## config.mk

```make
export PLATFORM = sky130hd
export DESIGN_NAME = lcd_i2c_port
export DESIGN_NICKNAME = d
export VERILOG_FILES = /design/src/include/lcd_pkg.sv /design/src/design/lcd_i2c_port.sv
export SDC_FILE = /design/constraint.sdc
export NUM_CORES = 2
export LEC_CHECK = 0
export BUFFER_PORTS_ARGS = -buffer_cell sky130_fd_sc_hd__buf_2
export CORE_MARGIN = 4
export CORE_UTILIZATION = 50
export CTS_CLUSTER_SIZE = 24
export DETAILED_ROUTE_END_ITERATION = 10
export PLACE_DENSITY = 0.76
export SLEW_MARGIN = 20
export SYNTH_ARGS = -nofsm -noshare
export SYNTH_HDL_FRONTEND = slang
export SYNTH_SLANG_ARGS = --single-unit
export TNS_END_PERCENT = 1
```

## constraint.sdc

```tcl
create_clock -name core_clk -period 4 [get_ports core_clk]
set_input_delay 0.2 -clock core_clk [delete_from_list [all_inputs] [get_ports core_clk]]
set_output_delay 0.2 -clock core_clk [all_outputs]
set_load 0.005 [all_outputs]
```

## src/include/lcd_pkg.sv

```systemverilog
// Package for the display controller two-wire slave port.
// Assumes a single core clock that oversamples the serial pins.
package lcd_pkg;
	localparam logic [6:0] SLAVE_ADDR_BASE = 7'h3a;
	localparam int MEM_DEPTH = 128;
	localparam int ADDR_W = 7;
	localparam logic [6:0] HOME_ADDR = 7'h00;
	localparam logic [7:0] DATA_RESET = 8'h00;
	localparam logic [7:0] MEM_RESET = 8'h20;
	localparam logic [7:0] CMD_CLEAR = 8'h01;
	localparam logic [7:0] HOME_MASK = 8'hfe;
	localparam logic [7:0] HOME_CODE = 8'h02;
	localparam logic [7:0] SETADDR_MASK = 8'h80;
	localparam logic [2:0] BIT_LAST = 3'h7;
	localparam int CTRL_CONT_BIT = 7;
	localparam int CTRL_RS_BIT = 6;
endpackage : lcd_pkg

```

## src/design/lcd_i2c_port.sv

```systemverilog
// Two-wire slave port of a character display controller.
// Assumes scl and sda inputs are already synchronous to core_clk.
// What this block does
// - Home instruction sets the address counter to zero and clears display shift.
// - Home instruction leaves the data register unchanged.
// - A read address copies the data register into the shifter in its acknowledge.
// - Register-select set with continuation clear makes later bytes memory data.
// - Read bytes go out over eight clocks, most significant bit first.
// - A master acknowledge prefetches the next location and advances the address.
// - A missing master acknowledge loads nothing into the shifter.
// - A missing master acknowledge leaves data, address and cursor unchanged.
// - Register-select decides whether later bytes are instructions or data.
// - An instruction starts on the clock of its acknowledge cycle.
`timescale 1ns/1ps
`default_nettype none
module lcd_i2c_port
(
	input wire logic core_clk,
	input wire logic resetn,
	input wire logic scl_in,
	input wire logic sda_in,
	input wire logic address_select_pin,
	output logic sda_oe,
	output logic [6:0] addr_counter,
	output logic [6:0] display_shift
);
	// ****************************************
	// Bus events
	// ****************************************
	typedef enum logic [4:0]
	{
		LCD_IDLE = 5'h01,
		LCD_ADDR = 5'h02,
		LCD_CTRL = 5'h04,
		LCD_WDAT = 5'h08,
		LCD_RDAT = 5'h10
	} lcd_state_e;

	logic scl_d, sda_d;
	logic start_ev, stop_ev, rise, fall;
	assign start_ev = scl_in && scl_d && sda_d && !sda_in;
	assign stop_ev = scl_in && scl_d && !sda_d && sda_in;
	assign rise = scl_in && !scl_d;
	assign fall = !scl_in && scl_d;

	lcd_state_e st_r, st_nxt;
	logic [2:0] cnt_r, cnt_nxt;
	logic ack_r, ack_nxt;
	logic [7:0] sh_r, sh_nxt;
	logic [7:0] tx_r, tx_nxt;
	logic [7:0] dreg_r, dreg_nxt;
	logic [6:0] ac_r, ac_nxt;
	logic [6:0] shift_r, shift_nxt;
	logic rs_r, rs_nxt;
	logic cont_r, cont_nxt;
	logic oe_r, oe_nxt;
	logic [7:0] mem [0:lcd_pkg::MEM_DEPTH-1];
	logic mem_we;
	logic [7:0] byte_in;
	assign byte_in = {sh_r[6:0], sda_in};

	// ****************************************
	// Next state
	// ****************************************
	always_comb
	begin
		st_nxt = st_r;
		cnt_nxt = cnt_r;
		ack_nxt = ack_r;
		sh_nxt = sh_r;
		tx_nxt = tx_r;
		dreg_nxt = dreg_r;
		ac_nxt = ac_r;
		shift_nxt = shift_r;
		rs_nxt = rs_r;
		cont_nxt = cont_r;
		oe_nxt = oe_r;
		mem_we = 1'b0;
		if (start_ev)
		begin
			st_nxt = LCD_ADDR;
			cnt_nxt = 3'h0;
			ack_nxt = 1'b0;
			oe_nxt = 1'b0;
		end
		else if (stop_ev)
		begin
			st_nxt = LCD_IDLE;
			oe_nxt = 1'b0;
		end
		else if (st_r != LCD_IDLE && rise && !ack_r)
		begin
			sh_nxt = byte_in;
			cnt_nxt = cnt_r + 3'h1;
			if (cnt_r == lcd_pkg::BIT_LAST)
				ack_nxt = 1'b1;
		end
		else if (st_r != LCD_IDLE && fall && !ack_r && st_r == LCD_RDAT)
		begin
			oe_nxt = !tx_r[3'h7 - cnt_r];
		end
		else if (ack_r && fall && !oe_r && st_r != LCD_RDAT)
		begin
			// Drive the acknowledge low for the ninth clock.
			if (st_r == LCD_ADDR && sh_r[7:1] !=
				{lcd_pkg::SLAVE_ADDR_BASE[6:1], address_select_pin})
			begin
				st_nxt = LCD_IDLE;
				ack_nxt = 1'b0;
			end
			else
				oe_nxt = 1'b1;
		end
		else if (ack_r && rise)
		begin
			ack_nxt = 1'b0;
			cnt_nxt = 3'h0;
			case (st_r)
				LCD_ADDR:
				begin
					if (sh_r[0])
					begin
						st_nxt = LCD_RDAT;
						tx_nxt = dreg_r;
					end
					else
						st_nxt = LCD_CTRL;
				end
				LCD_CTRL:
				begin
					cont_nxt = sh_r[lcd_pkg::CTRL_CONT_BIT];
					rs_nxt = sh_r[lcd_pkg::CTRL_RS_BIT];
					st_nxt = LCD_WDAT;
				end
				LCD_WDAT:
				begin
					// Execution begins on this acknowledge clock.
					if (rs_r)
					begin
						mem_we = 1'b1;
						ac_nxt = ac_r + 7'h01;
					end
					else if (sh_r == lcd_pkg::CMD_CLEAR)
					begin
						ac_nxt = lcd_pkg::HOME_ADDR;
						shift_nxt = 7'h00;
					end
					else if ((sh_r & lcd_pkg::HOME_MASK) == lcd_pkg::HOME_CODE)
					begin
						ac_nxt = lcd_pkg::HOME_ADDR;
						shift_nxt = 7'h00;
						// The data register is kept, so a read after home
						// returns stale content.
						dreg_nxt = dreg_r;
					end
					else if (sh_r[7])
					begin
						ac_nxt = sh_r[6:0];
						dreg_nxt = mem[sh_r[6:0]];
					end
					if (cont_r)
						st_nxt = LCD_CTRL;
				end
				LCD_RDAT:
				begin
					if (!sda_in)
					begin
						tx_nxt = mem[ac_r];
						dreg_nxt = mem[ac_r];
						ac_nxt = ac_r + 7'h01;
					end
					else
						st_nxt = LCD_IDLE;
				end
				default:
					st_nxt = LCD_IDLE;
			endcase
		end
		else if (ack_r && fall && st_r == LCD_RDAT)
			oe_nxt = 1'b0;
		else if (!ack_r && fall && oe_r && cnt_r == 3'h0)
			oe_nxt = 1'b0;
	end

	// ****************************************
	// Registers
	// ****************************************
	always_ff @(posedge core_clk or negedge resetn)
	begin
		if (!resetn)
		begin
			scl_d <= 1'b1;
			sda_d <= 1'b1;
			st_r <= LCD_IDLE;
			cnt_r <= 3'h0;
			ack_r <= 1'b0;
			sh_r <= 8'h00;
			tx_r <= 8'h00;
			dreg_r <= lcd_pkg::DATA_RESET;
			ac_r <= lcd_pkg::HOME_ADDR;
			shift_r <= 7'h00;
			rs_r <= 1'b0;
			cont_r <= 1'b0;
			oe_r <= 1'b0;
		end
		else
		begin
			scl_d <= scl_in;
			sda_d <= sda_in;
			st_r <= st_nxt;
			cnt_r <= cnt_nxt;
			ack_r <= ack_nxt;
			sh_r <= sh_nxt;
			tx_r <= tx_nxt;
			dreg_r <= dreg_nxt;
			ac_r <= ac_nxt;
			shift_r <= shift_nxt;
			rs_r <= rs_nxt;
			cont_r <= cont_nxt;
			oe_r <= oe_nxt;
		end
	end

	// Memory has no reset; it fills with blanks only by writes.
	always_ff @(posedge core_clk)
	begin
		if (mem_we)
			mem[ac_r] <= sh_r;
	end

	assign sda_oe = oe_r;
	assign addr_counter = ac_r;
	assign display_shift = shift_r;
endmodule : lcd_i2c_port
`default_nettype wire

```

Word level (Yosys, flattened, before mapping)

Memory sizes are Yosys's and may differ from the RTL's.
Index checks and enable logic that the tools add are counted.

Flip-flop bits (word level): 52
Bits in writable memories: 1024
Input bits: 5
Memories: 1

$add $sub $neg: 3
Order comparisons: 1
Eq/ne operators: 29
Muxes and demuxes: 62
Bitwise gates (word level): 6
Reduce and logical (&&, ||, !) cells: 46

Memory list:

| memory | depth | bits a word | rd ports | clocked after memory_dff | wr ports | line               | text |
|---|---|---|---|---|---|---|---|
| mem    | 128   | 8           | 2        | 0                        | 1        | lcd_i2c_port.sv:57 | `logic [7:0] mem [0:lcd_pkg::MEM_DEPTH-1];` |

Operators with widths:

| operator              | number |
|---|---|
| $mux W5               | 10 |
| $mux W7               | 7 |
| $mux W8               | 6 |
| $pmux W8 S2           | 2 |
| $mux W1               | 28 |
| $reduce_and A9 Y1     | 3 |
| $ne A5 B5 Y1 const B  | 5 |
| $logic_and A1 B1 Y1   | 21 |
| $pmux W5 S4           | 1 |
| $mux W3               | 6 |
| $ne A2 B2 Y1 const B  | 7 |
| $pmux W7 S2           | 1 |
| $ne A3 B3 Y1 const B  | 4 |
| $reduce_and A12 Y1    | 1 |
| $eq A8 B1 Y1 const B  | 1 |
| $ne A4 B3 Y1 const B  | 2 |
| $reduce_and A4 Y1     | 2 |
| $reduce_bool A4 Y1    | 2 |
| $add A7 B1 Y7 const B | 1 |
| $eq A7 B1 Y1 const B  | 1 |
| $logic_not A1 Y1      | 7 |
| $ne A7 B6 Y1          | 1 |
| $reduce_and A7 Y1     | 1 |
| $not A1 Y1            | 6 |
| other kinds (19)      | 21 |

Logic depth before layout (Yosys ltp)

Word-level depth: 13
Depth in mapped cells: 12
Mapped depth without buffers: 7

Worst setup path before layout

No wires, ideal clock.

Kind: register -> register
Start: register sh_r[1]
End: register dreg_r[3]
Setup time: 0.142 ns
Arrival time: 4.141 ns
Required time: 3.858 ns
Setup slack: -0.283 ns
Stages on the path, launching flop included: 9
Path buffers: 3
Period minus slack after synthesis: 4.283 ns
Cells stage by stage: dfrtp_1 > buf_2 > buf_2 > buf_1 > mux4_2 > mux4_2 > mux2_2 > a2111oi_2 > a211oi_1

Word-level cells in the longest chain between the ends: 6
Elaborated cells on any way between the ends: 11
Classes of those cells: eq/ne (4); mux (5); reduce/logical (1); memory (1)

Ends and longest elaborated chain:

| item                   | line                | text |
|---|---|---|
| start, declared        | lcd_i2c_port.sv:49  | `logic [7:0] sh_r, sh_nxt;` |
| start signal, assigned | lcd_i2c_port.sv:213 | `sh_r <= sh_nxt;` |
| $mem_v2 Z128 W8        | n/a                 |  |
| $mux W8                | lcd_i2c_port.sv:156 | `else if (sh_r[7])` |
| $mux W8                | lcd_i2c_port.sv:148 | `else if ((sh_r & lcd_pkg::HOME_MASK) == lcd_pkg::HOME_CODE)` |
| $mux W8                | lcd_i2c_port.sv:143 | `else if (sh_r == lcd_pkg::CMD_CLEAR)` |
| $mux W8                | lcd_i2c_port.sv:138 | `if (rs_r)` |
| $pmux W8 S2            | lcd_i2c_port.sv:118 | `case (st_r)` |
| end signal, assigned   | lcd_i2c_port.sv:199 | `dreg_r <= lcd_pkg::DATA_RESET;` |
| end signal, assigned   | lcd_i2c_port.sv:215 | `dreg_r <= dreg_nxt;` |
| end, declared          | lcd_i2c_port.sv:51  | `logic [7:0] dreg_r, dreg_nxt;` |

Several ways; a longest one is shown, not always the timed one. The select of a mux whose other input is x is not followed.
A chain may end at the register's enable or synchronous reset.

Worst setup path in the final report

Start: register ac_r[2], in the netlist addr_counter[2]
End: register dreg_r[3]

Word-level cells in the longest chain between the ends: 3

Ends and longest elaborated chain:

| item                   | line                | text |
|---|---|---|
| start, declared        | lcd_i2c_port.sv:52  | `logic [6:0] ac_r, ac_nxt;` |
| start signal, assigned | lcd_i2c_port.sv:200 | `ac_r <= lcd_pkg::HOME_ADDR;` |
| start signal, assigned | lcd_i2c_port.sv:216 | `ac_r <= ac_nxt;` |
| $mem_v2 Z128 W8        | n/a                 |  |
| $mux W8                | lcd_i2c_port.sv:166 | `if (!sda_in)` |
| $pmux W8 S2            | lcd_i2c_port.sv:118 |  |

Every way passes these cells. The select of a mux whose other input is x is not followed.

==> metrics.txt <==
outcome=completed; final cell area excluding filler cells=around 0.057 sq mm; drt wl/cell=~39 um; worst-margin pin slew=approximately 1.2 ns; via count=~35,000; Clock transition at path regs=approximately 0.07 ns; Comb pwr share=approximately 29%; post-route ant nets=0; antenna violations before repair=13; final wirelength=between 150,000 and 200,000 um; type of the most critical hold path=input port to asynchronous set/reset pin; crit path time final=roughly 3.8 ns; maximum vdd drop=0.3532 mV; vias in the first global route=33,670; # setup viols final=0; Fillers=between 7,000 and 8,000; HPWL Detailed=119,200 um; CP Launch Type=register; setup bufs post-CTS=0; Flop pwr share=between 40 and 50%; Final Hold Viols=0; Crit path arrival time=approximately 4.4 ns; # IOs=20; switching part of the total=roughly 31%; clock root buffer=clkbuf_16; Placer Congestion=0.9954; cell-internal power=approximately 0.024 W; site row count=115; maximum clock frequency=263.4 MHz; critical path class=register to register; starting density of the core=between 50% and 60%; Worst EP required=4.58 ns; layout cell share with drive strength beyond 1=roughly 30%; Mapped Cells=2,963; CP peak stage delay=between 0.7 and 0.8 ns; via density per instance=7.530; CP Capture Type=register; first-pass GRT wire length=252,500 um; total grt overflow=0; CTS Buffer Depth=3; synthesis-stage register bit count=~1,100; setup tns final=0 ns; total die area=around 0.10 sq mm; unrepaired setup endpoints after global routing=false; Post-synth EDFFs=between 1,000 and 1,500; gr usage total=between 30% and 40%; Crit path top cell by count=buf_4; Syn Area/Cell=approximately 17 sq um; Final Skew=roughly 0.033 ns; CTS tree=done; placed cell area=0.05324 sq mm; pwr/cell area=606.7 mW/mm^2; # DRC=0; crit path cell chain=buf_4, mux2_2, a221o_1, a221oi_1, buf_4, a41oi_1, nand4_1, nor4b_1, buf_4, a211oi_1; Finished Layout Cells=approximately 4,600; area of the core=~0.098 sq mm; number of detailed-route iterations in the first pass=6; Layout area overhead=15.42%; Worst slew margin=between 20% and 30%; Final period util=between 90 and 100%; share of power burned in the clock network=between 30 and 40%; iteration-0 DRC count of the detailed router=a little over 7,000; slowest stage cell, crit path=dfrtp_4; nets=about 3,200; max-slew violations=0; sequential share of the synthesized area=64.53%; Multi-input gate area=0.01636 sq mm; Max Cap Viol=0; main flop type after synthesis=edfxtp_1; Ys Warns=0; clk sinks=about 1,100; Clock Latency Late Sink=between 0.7 and 0.8 ns; Horiz. Die Dim=between 300 and 400 um; H-tree depth=3; largest net degree at the start of global routing=~140; total CTS buffers=110; Tot Pwr=between 0.03 and 0.04 W; Async S/R FF share, synth=under 10%; Critical Path Fanout Max=26; switching power total=around 0.011 W; Distinct cells, synth=~80; IO buf count=12; Post-Place Cells=around 4,400; sequential cell area=0.03192 sq mm; Synth Cell Area=0.04941 sq mm; Leak=approximately 18 nW; Die Y=between 300 and 400 um
==> final cells by class <==
| cell class | count | share of cell area [%] |
|---|---|---|
| inverter | 15 | 0.1009 |
| clock inverter | 80 | 1.507 |
| tap | 1287 | 2.824 |
| sequential | 1069 | 55.98 |
| clock buffer | 126 | 5.007 |
| timing repair buffer | 386 | 5.863 |
| multi-input combinational | 1621 | 28.69 |
| antenna | 7 | 0.03072 |
==> cell families after synthesis <==
group                    synth area share [%]
XOR/XNOR                              0.05319
multiplexers                            17.57
AO/OA/AOI/OAI                           10.69
other                                0.007590
buffers and inverters                   2.540
adder cells (fa/ha/maj)                0.1013
AND/OR/NAND/NOR                         4.510
flip-flops                              64.53
==> timing repair <==
action | CTS | global route
hold buffers | 3 | 0
hold endpoints to repair | 47 | 0
gates resized for setup | 0 | 1
endpoints found under the setup margin | 0 | 1
==> final timing paths <==
kind                              endpoint  cells after the start  slack (ns)             from
setup / recovery                 dreg_r[3]                     10        0.20  addr_counter[2]
min in group core_clk                scl_d                      2        0.18           scl_in
setup reg to reg                 dreg_r[3]                     10        0.20  addr_counter[2]
max in group asynchronous  addr_counter[0]                      2        3.42           resetn
hold reg to reg                  dreg_r[5]                      2        0.49        dreg_r[5]
hold / removal                     st_r[4]                      2        0.06           resetn
==> per-layer routing <==
layer  routed length (um)  part of all wire, %  global-route usage [%]  up-vias
li1                     -                    -                       -    13066
met1                60590                   34                   46.03    17462
met2                77930                   44                   50.10     3346
met3                26770                   15                   9.813      684
met4                13320                  7.5                   20.40       14
met5                   89                0.050                       0        -
==> per-stage QoR <==
stage                     hold slack (ns)  setup WS (ns)  utilization [%]
after floorplan                  -0.09559        -0.1000                -
after global placement             0.3428         0.1256            54.14
after detailed placement           0.3425        0.06597            54.17
after CTS                          0.1608        0.03391            57.98
after global routing               0.1011         0.2488            58.01
final                             0.05708         0.2034            58.03
==> synthesized netlist by cell type (10+ instances only) <==
master	instances	share of area, %
edfxtp_1	1024	62
mux4_2	324	15
a22oi_1	274	4.2
nor2_1	186	1.4
nand2_1	112	0.85
clkbuf_1	110	0.84
buf_2	84	0.85
mux2_2	73	1.7
a221oi_1	67	1.2
mux2i_1	56	1.1
o21ai_0	51	0.52
buf_1	49	0.37
dfrtp_1	42	2.1
a21oi_1	40	0.41
a41oi_1	33	0.59
a22o_1	26	0.46
nand3_1	22	0.22
a221o_1	19	0.38
a211oi_1	18	0.27
a31oi_1	17	0.22
nor2b_1	17	0.22
nor3_1	17	0.17
buf_4	15	0.23
nand4_1	15	0.19
o211ai_1	15	0.23
o31ai_1	15	0.23
o2bb2ai_1	14	0.25
a2111oi_0	13	0.23
o22ai_1	13	0.16
inv_1	12	0.091
a222oi_1	11	0.22
nor4_1	11	0.14
and2_1	10	0.13
and3_1	10	0.13
==> power by group through the flow <==
stage	clock network [W]	registers [W]	logic, W
CTS	0.0106	0.0140	0.00960
detailed placement	0	0.0142	0.00955
global placement	0	0.0142	0.00934
global route	0.0111	0.0140	0.0101
finish	0.0106	0.0141	0.00992
floorplan	0	0.0145	0.00557
==> critical path, delay by kind of cell (launching register included) <==
family | cells | cell delay, ns
AOI/OAI and AO/OA | 4 | 1.04
buffers and inverters | 3 | 0.85
DFF | 1 | 0.73
muxes | 1 | 0.39
and+or+nand+nor | 2 | 0.63
==> sequential cells by signal (all words and copies together) (netlist names) <==
signal        cells
st_r              5
rs_r              1
dreg_r            8
sh_r              8
scl_d             1
sda_oe            1
cont_r            1
cnt_r             3
addr_counter      7
mem            1024
sda_d             1
tx_r              8
ack_r             1
==> layout by cell type (no fill, tap or decap), drive strengths merged, types with 19 or more instances in the layout <==
cell type,count
nand2,112
edfxtp,1024
mux2i,56
clkinv,50
a221o,19
mux2,73
mux4,324
a41oi,33
a22oi,274
dfrtp,42
a22o,26
nand3,22
buf,382
inv,19
a221oi,67
o21ai,52
a21oi,40
nor2,186
clkbuf,127
No activity file was read; power rests on OpenSTA's default activity.
